===== src/adc_seq_pkg.sv =====
package adc_seq_pkg;

  // register byte addresses
  localparam logic [7:0] ADDR_CTRL = 8'h00;
  localparam logic [7:0] ADDR_STATUS = 8'h04;
  localparam logic [7:0] ADDR_RESULT = 8'h08;

  // control word layout
  localparam int CTRL_BITS = 12;
  localparam int BIT_WRITE = 11;
  localparam int BIT_SEQ_HI = 10;
  localparam int BIT_CH_HI = 7;
  localparam int BIT_CH_LO = 6;
  localparam int BIT_PM_HI = 5;
  localparam int BIT_PM_LO = 4;
  localparam int BIT_SEQ_LO = 3;
  localparam int BIT_RANGE = 1;
  localparam int BIT_CODING = 0;
  localparam logic [11:0] CTRL_RESET = 12'h031;

  // result word layout
  localparam int WORD_BITS = 16;
  localparam int RESULT_BITS = 12;
  localparam int LSB_DIVISOR = 4096;
  localparam logic [11:0] SAR_FIRST_TRIAL = 12'h800;
  localparam logic [1:0] CH_FIRST = 2'h0;

  // serial clock falling-edge positions in a frame
  localparam logic [4:0] FALL_CTRL_LAST = 5'h0c;
  localparam logic [4:0] FALL_HOLD_END = 5'h0e;
  localparam logic [4:0] FALL_WORD_END = 5'h10;

  // timing
  localparam longint CLK_FREQ_HZ = 125_000_000;
  localparam longint SCLK_MAX_HZ = 20_000_000;
  localparam longint CONV_MIN_NS = 800;
  localparam int CONV_MIN_CYC = int'((CONV_MIN_NS * CLK_FREQ_HZ + 64'd999_999_999)
                                      / 64'd1_000_000_000);

  typedef enum logic {
    FRAME_IDLE = 1'b0,
    FRAME_RUN = 1'b1
  } frame_state_e;

endpackage


===== src/link_if.sv =====
`timescale 1ns/100ps
interface link_if;
  logic sclk_rise;
  logic sclk_fall;
  logic cs_fall;
  logic cs_rise;
  logic din;
  logic comp;
  modport front (output sclk_rise, output sclk_fall, output cs_fall, output cs_rise,
                 output din, output comp);
  modport core (input sclk_rise, input sclk_fall, input cs_fall, input cs_rise,
                input din, input comp);
endinterface


===== src/link_front.sv =====
`timescale 1ns/100ps
module link_front (
  input wire logic clk_sys_i,
  input wire logic srst_i,
  input wire logic sclk_i,
  input wire logic cs_n_i,
  input wire logic din_i,
  input wire logic comp_i,
  link_if.front lk
);
  logic sclk_m, sclk_s, sclk_d;
  logic cs_m, cs_s, cs_d;
  logic din_m, din_s;
  logic comp_m, comp_s;

  // two-stage synchronisers, third stage for edges
  always_ff @(posedge clk_sys_i) begin
    if (srst_i) begin
      sclk_m <= 1'b0;
      sclk_s <= 1'b0;
      sclk_d <= 1'b0;
      cs_m <= 1'b1;
      cs_s <= 1'b1;
      cs_d <= 1'b1;
      din_m <= 1'b0;
      din_s <= 1'b0;
      comp_m <= 1'b0;
      comp_s <= 1'b0;
    end else begin
      sclk_m <= sclk_i;
      sclk_s <= sclk_m;
      sclk_d <= sclk_s;
      cs_m <= cs_n_i;
      cs_s <= cs_m;
      cs_d <= cs_s;
      din_m <= din_i;
      din_s <= din_m;
      comp_m <= comp_i;
      comp_s <= comp_m;
    end
  end

  assign lk.sclk_rise = sclk_s & ~sclk_d;
  assign lk.sclk_fall = ~sclk_s & sclk_d;
  assign lk.cs_fall = ~cs_s & cs_d;
  assign lk.cs_rise = cs_s & ~cs_d;
  assign lk.din = din_s;
  assign lk.comp = comp_s;
endmodule


===== src/adc_channel_sequencer.sv =====
`timescale 1ns/100ps
module adc_channel_sequencer
  import adc_seq_pkg::*;
(
  input wire logic clk_sys_i,
  input wire logic srst_i,
  input wire logic psel_i,
  input wire logic penable_i,
  input wire logic pwrite_i,
  input wire logic [7:0] paddr_i,
  input wire logic [31:0] pwdata_i,
  output logic [31:0] prdata_o,
  output logic pready_o,
  output logic pslverr_o,
  input wire logic sclk_i,
  input wire logic cs_n_i,
  input wire logic din_i,
  output logic dout_o,
  output logic dout_oe_o,
  input wire logic comp_i,
  output logic [11:0] dac_code_o,
  output logic [1:0] mux_sel_o,
  output logic range_o,
  output logic hold_o
);

  function automatic logic [15:0] format_word(input logic [1:0] chan,
                                              input logic [11:0] code,
                                              input logic coding);
    logic [11:0] shaped;
    shaped = coding ? code : {~code[11], code[10:0]};
    return {2'b00, chan, shaped};
  endfunction

  function automatic logic [11:0] sar_step(input logic [11:0] cur,
                                           input logic [3:0] idx,
                                           input logic keep);
    logic [11:0] nxt;
    nxt = cur;
    nxt[idx] = keep;
    if (idx != 4'h0) begin
      nxt[idx - 4'h1] = 1'b1;
    end
    return nxt;
  endfunction

  link_if lk();

  link_front u_front (
    .clk_sys_i(clk_sys_i),
    .srst_i(srst_i),
    .sclk_i(sclk_i),
    .cs_n_i(cs_n_i),
    .din_i(din_i),
    .comp_i(comp_i),
    .lk(lk.front)
  );

  frame_state_e frame_state;
  logic [4:0] fall_cnt;
  logic [11:0] shift_in;
  logic [11:0] ctrl;
  logic seq_active;
  logic [1:0] final_chan;
  logic [1:0] next_chan;
  logic [1:0] conv_chan;
  logic conv_coding;
  logic [11:0] sar;
  logic [15:0] result_word;
  logic [7:0] conv_age;

  // frame decode
  wire frame_run = (frame_state == FRAME_RUN);
  wire fall_run = frame_run & lk.sclk_fall & (fall_cnt != FALL_WORD_END);
  wire [4:0] fall_next = fall_cnt + 5'h01;
  wire [11:0] link_word = {shift_in[10:0], lk.din};
  wire link_last_bit = fall_run & (fall_next == FALL_CTRL_LAST);
  wire link_wr = link_last_bit & link_word[BIT_WRITE];
  wire word_done = fall_run & (fall_next == FALL_WORD_END);
  wire sar_dec = frame_run & lk.sclk_rise & (fall_cnt != 5'h00)
                 & (fall_cnt <= FALL_CTRL_LAST);
  wire [3:0] sar_idx = 4'(FALL_CTRL_LAST - fall_cnt);
  wire [15:0] word_now = format_word(conv_chan, sar, conv_coding);
  wire [3:0] out_idx = 4'(5'h0f - fall_next);
  wire out_bit = (fall_next < FALL_WORD_END) ? word_now[out_idx] : 1'b0;

  // apb decode
  wire apb_setup = psel_i & ~penable_i;
  wire apb_access = psel_i & penable_i;
  wire hit_ctrl = (paddr_i == ADDR_CTRL);
  wire hit_status = (paddr_i == ADDR_STATUS);
  wire hit_result = (paddr_i == ADDR_RESULT);
  wire hit_any = hit_ctrl | hit_status | hit_result;
  wire apb_ctrl_wr = apb_access & pwrite_i & hit_ctrl;
  wire [31:0] status_word = {24'h000000, frame_run, seq_active, final_chan, next_chan,
                             conv_chan};
  wire [31:0] rd_mux = hit_ctrl ? {20'h00000, ctrl} :
                       hit_status ? status_word :
                       hit_result ? {16'h0000, result_word} : 32'h00000000;

  // control write, link wins over apb
  wire ctrl_wr = link_wr | apb_ctrl_wr;
  wire [11:0] ctrl_new = link_wr ? link_word : pwdata_i[11:0];
  wire [1:0] new_chan = {ctrl_new[BIT_CH_HI], ctrl_new[BIT_CH_LO]};
  wire seq_start = ctrl_new[BIT_SEQ_HI] & ctrl_new[BIT_SEQ_LO];
  wire seq_keep = ctrl_new[BIT_SEQ_HI] & ~ctrl_new[BIT_SEQ_LO];
  wire [1:0] seq_after = (next_chan == final_chan) ? CH_FIRST : next_chan + 2'h1;

  assign pready_o = 1'b1;
  assign pslverr_o = apb_access & ~hit_any;
  assign mux_sel_o = conv_chan;
  assign dac_code_o = sar;

  always_ff @(posedge clk_sys_i) begin
    if (srst_i) begin
      prdata_o <= 32'h00000000;
    end else if (apb_setup) begin
      prdata_o <= rd_mux;
    end
  end

  // frame sequencing on serial clock edges
  always_ff @(posedge clk_sys_i) begin
    if (srst_i) begin
      frame_state <= FRAME_IDLE;
      fall_cnt <= 5'h00;
      shift_in <= 12'h000;
    end else if (lk.cs_fall) begin
      frame_state <= FRAME_RUN;
      fall_cnt <= 5'h00;
    end else if (lk.cs_rise) begin
      frame_state <= FRAME_IDLE;
    end else if (fall_run) begin
      fall_cnt <= fall_next;
      if (fall_cnt < FALL_CTRL_LAST) begin
        shift_in <= link_word;
      end
    end
  end

  // serial data out and track/hold
  always_ff @(posedge clk_sys_i) begin
    if (srst_i) begin
      dout_o <= 1'b0;
      dout_oe_o <= 1'b0;
      hold_o <= 1'b0;
    end else if (lk.cs_fall) begin
      dout_o <= 1'b0;
      dout_oe_o <= 1'b1;
      hold_o <= 1'b1;
    end else if (lk.cs_rise) begin
      dout_oe_o <= 1'b0;
      hold_o <= 1'b0;
    end else if (fall_run) begin
      dout_o <= out_bit;
      if (fall_next == FALL_HOLD_END) begin
        hold_o <= 1'b0;
      end
    end
  end

  // successive approximation clocked by serial clock rises
  always_ff @(posedge clk_sys_i) begin
    if (srst_i) begin
      sar <= 12'h000;
    end else if (lk.cs_fall) begin
      sar <= SAR_FIRST_TRIAL;
    end else if (sar_dec) begin
      sar <= sar_step(sar, sar_idx, lk.comp);
    end
  end

  // conversion settings latched at chip-select fall
  always_ff @(posedge clk_sys_i) begin
    if (srst_i) begin
      conv_chan <= CH_FIRST;
      conv_coding <= CTRL_RESET[BIT_CODING];
      range_o <= CTRL_RESET[BIT_RANGE];
    end else if (lk.cs_fall) begin
      conv_chan <= next_chan;
      conv_coding <= ctrl[BIT_CODING];
      range_o <= ctrl[BIT_RANGE];
    end
  end

  always_ff @(posedge clk_sys_i) begin
    if (srst_i) begin
      result_word <= 16'h0000;
    end else if (word_done) begin
      result_word <= word_now;
    end
  end

  // control register, written by link only when write bit set, by apb on any write to ADDR_CTRL
  always_ff @(posedge clk_sys_i) begin
    if (srst_i) begin
      ctrl <= CTRL_RESET;
    end else if (ctrl_wr) begin
      ctrl <= ctrl_new;
    end
  end

  // channel sequencer
  always_ff @(posedge clk_sys_i) begin
    if (srst_i) begin
      seq_active <= 1'b0;
      final_chan <= CH_FIRST;
      next_chan <= CH_FIRST;
    end else begin
      if (lk.cs_fall && seq_active) begin
        next_chan <= seq_after;
      end
      if (ctrl_wr) begin
        if (seq_start) begin
          seq_active <= 1'b1;
          final_chan <= new_chan;
          next_chan <= CH_FIRST;
        end else if (!(seq_keep && seq_active)) begin
          seq_active <= 1'b0;
          next_chan <= new_chan;
        end
      end
    end
  end

  // cycles since conversion start, only for checking
  always_ff @(posedge clk_sys_i) begin
    if (srst_i) begin
      conv_age <= 8'h00;
    end else if (lk.cs_fall) begin
      conv_age <= 8'h00;
    end else if (conv_age != 8'hff) begin
      conv_age <= conv_age + 8'h01;
    end
  end
endmodule


===== config.mk =====
export PLATFORM = sky130hd
export DESIGN_NAME = adc_channel_sequencer
export DESIGN_NICKNAME = d
export VERILOG_FILES = /design/src/adc_seq_pkg.sv /design/src/link_if.sv /design/src/link_front.sv /design/src/adc_channel_sequencer.sv
export SDC_FILE = /design/constraint.sdc
export NUM_CORES = 1
export LEC_CHECK = 0
export BUFFER_PORTS_ARGS = -buffer_cell sky130_fd_sc_hd__clkbuf_2
export CORE_ASPECT_RATIO = 1.2
export CORE_MARGIN = 2
export CORE_UTILIZATION = 50
export DETAILED_ROUTE_END_ITERATION = 8
export HOLD_SLACK_MARGIN = 0.15
export PLACE_DENSITY_LB_ADDON = 0.1
export RECOVER_POWER = 100
export SETUP_SLACK_MARGIN = 0.02
export SYNTH_ARGS = -nofsm -noshare
export SYNTH_HDL_FRONTEND = slang
export SYNTH_SLANG_ARGS = --single-unit

===== constraint.sdc =====
create_clock -name clk_sys_i -period 3.8 [get_ports clk_sys_i]
set_clock_uncertainty 0.2 [all_clocks]
set_input_delay 0.57 -clock clk_sys_i [delete_from_list [all_inputs] [get_ports clk_sys_i]]
set_output_delay 0.57 -clock clk_sys_i [all_outputs]
set_load 0.005 [all_outputs]

==> out/qor.yml <==
outcome:
  status: "finished clean"
clock_network:
  clock_tree.buffer_depth: 2
  cts-buffers-inserted: 9
  cts_tree: "yes"
  post_cts_hold_fix_bufs: 0
  post_cts.repair.setup_buffers: 0
  cts_num_sinks: 90
  clock-root-buffer: "clkbuf_16"
  cts_htree_levels: 3
  ctsResizeCount: 0
  clk_latency_ns: 0.34
  cts.reportedPaths.clkPinSlew_ns: 0.07
grt:
  global_route.usage.total_pct: 23.1
  grt_pass1_vias: 3672
  grt_start_max_net_pins: 32
  grt_first_pass_wirelength_um: 19000
  grt_overflow: 0
  grt_antenna_before_repair: 0
flow_run:
  max_cap_violations: 0
synth:
  synth-main-ff-cell: "dfxtp_1"
  synth-async-reset-ratio_pct: 0
  yosysWarningCount: 0
  ys_types: 61
  cells_after_synth: 543
  syn_area_per_cell_um2: 8.89
  yosysTopAreaCell: "dfxtp_1"
  count_of_flip_flops_with_a_built_in_enable_after_synthesis: 0
  synthesis.area_um2: 4830
  synth.ff_latch_count: 90
  synth.top_cell.area_share_pct: 37.3
  netlist_top_cells_area: "dfxtp_1, mux2i_1, nor2_1"
  synth_seq_area_share_pct: 37.3
timing:
  fmax_ghz: 0.311
  timing.max_slew.rel_slack_pct: 10.9
  period_minus_slack_ns: 3.21
  worst-slew-pin-transition_ns: 1.34
  rsz0062_at_grt: "false"
  drv_slew: 0
  setup_viol: 0
  timing.setup.tns_ns: 0
  fin_crit_sh_pct: 84.5
  total_count_of_hold_check_failures_in_the_final_report: 0
final_layout:
  synthToLayoutAreaGrowth_pct: 8.61
  drive_gt1_share_pct: 16.8
  util_after_layout_pct: 55.4
  nets: 626
  antennaDiodeCount: 0
  fillCellCount: 912
  most-common-layout-cells: "dfxtp_1, nor2_1, mux2i_1"
  mostFrequentLayoutCell: "dfxtp_1"
power:
  power.density_nw_per_um2: 369
  leakagePower_uw: 0.00225
  vdd_drop_max_mv: 0.235
  power.total_uw: 1940
worst_setup_path:
  crit_start: "fall_cnt[0]$_SDFFE_PP0P_"
  critical_path.reg2reg.startpoint: "fall_cnt[0]$_SDFFE_PP0P_"
  crit_required_ns: 3.77
  critical_path_peak_fanout: 19
  critical_path_arrival_ns: 3.18
  timing.critical_path.from_type: "flop"
  timing_worst_setup_path_type: "reg -> reg"
  setup.worst_path.end_class: "flop"
die:
  chipHeight_um: 112
  floorplan.initialDensity_pct: 51.0
  die_w_um: 93.7
  fp.coreArea_um2: 9470
  die_area_um2: 10500
  num_io_pins: 101
  floorplan.rows: 39
drt:
  first_iter_violations: 206
  wl_per_cell_um: 16.8
  drt_wirelength_um: 11700
  first_pass_iters: 5
  ant_nets: 0
  vias: 3869
  mean_number_of_vias_per_cell: 5.56
  remaining_drc_errors: 0
placement:
  detailedPlacementHpwl_um: 8550
  buffer_ports.inserted: 61
  gpl.final_weighted_congestion: 0.857
min_path:
  worstHoldStart: "cs_n_i"
  hp-class: "in -> reg"
-- final cells by class --
class,count,area [µm²],share of cell area (%)
timing repair buffer,68,342,6.52
multi-input combinational,388,2600,49.6
sequential,90,1800,34.4
tap,123,154,2.94
inverter,11,41.3,0.788
clock buffer,10,239,4.56
clock inverter,6,65.1,1.24
-- layer usage --
| metal | global-route usage [%] | vias to the layer above | routed length, µm |
|---|---|---|---|
| met5 | 0 | - | 0 |
| met4 | 8.21 | 0 | 240 |
| met3 | 3.99 | 19 | 469 |
| met2 | 38.8 | 93 | 5910 |
| met1 | 29.7 | 1850 | 5080 |
| li1 | - | 1907 | - |
-- metrics by stage --
stage | instances | instance area, µm² | hold slack, ns | worst slack [ns]
final | 696 | 5240 | 0.209 | 0.589
after global routing | 696 | 5240 | 0.228 | 0.397
after CTS | 696 | 5280 | 0.198 | 0.808
after detailed placement | 680 | 4980 | 0.198 | 0.813
after global placement | 680 | 4980 | 0.196 | 0.848
after floorplan | 560 | 4890 | 0.189 | 1.02
-- worst max-delay path, stage by stage, from the launching register on --
cell and delay (ns):
dfxtp_1 0.75, inv_1 0.25, ha_1 0.41, a211o_1 0.33, o31ai_1 0.07, nor4b_1 0.28, clkbuf_2 0.45, mux2i_1 0.25
nor2_1 0.06
-- cells in the mapped netlist, types with 5 or more instances --
| master | n |
|---|---|
| xnor2_1 | 7 |
| nand4_1 | 8 |
| ha_1 | 9 |
| dfxtp_1 | 90 |
| inv_1 | 11 |
| nand2_1 | 29 |
| a22oi_1 | 13 |
| mux2i_1 | 66 |
| nor2b_1 | 12 |
| a21oi_1 | 18 |
| buf_2 | 5 |
| o21bai_1 | 6 |
| mux2_2 | 8 |
| or2_2 | 5 |
| nor2_1 | 79 |
| a211oi_1 | 10 |
| nand3_1 | 12 |
| xor2_1 | 5 |
| buf_4 | 34 |
| clkbuf_1 | 27 |
| o21ai_0 | 11 |
| and2_1 | 5 |
-- cells by family (layout without fill, tap and decap cells) --
family / Yosys count / in the layout / synth area share, %
compound gates: 88 / 88 / 12.6
xor+xnor: 13 / 13 / 2.51
fa+ha+maj: 9 / 9 / 2.33
buf+inv: 82 / 95 / 9.62
flops: 90 / 90 / 37.3
mux: 75 / 75 / 16.0
other cells: 2 / 19 / 0.156
simple gates: 184 / 184 / 19.4
-- sequential cells by signal, summed over array words and instances (netlist names), 2 cells and up --
signal       cells
ctrl            12
dac_code_o      12
fall_cnt         5
final_chan       2
mux_sel_o        2
next_chan        2
prdata_o        14
result_word     14
shift_in        11
-- report_power, final --
group	switching, µW	internal [µW]	total (µW)
logic	48.7	29.5	78.2
clock network	372	529	901
registers	6.51	950	957
-- path summary, 6_finish.rpt --
path	slack (ns)	depth (start not counted)	to
max	0.59	8	result_word[7]$_SDFFE_PP0P_
min	0.21	2	u_front.cs_m$_SDFF_PP1_
max reg2reg	0.59	8	result_word[7]$_SDFFE_PP0P_
min reg2reg	0.21	1	u_front.cs_s$_SDFF_PP1_
Power figures use the tool's default switching activity.
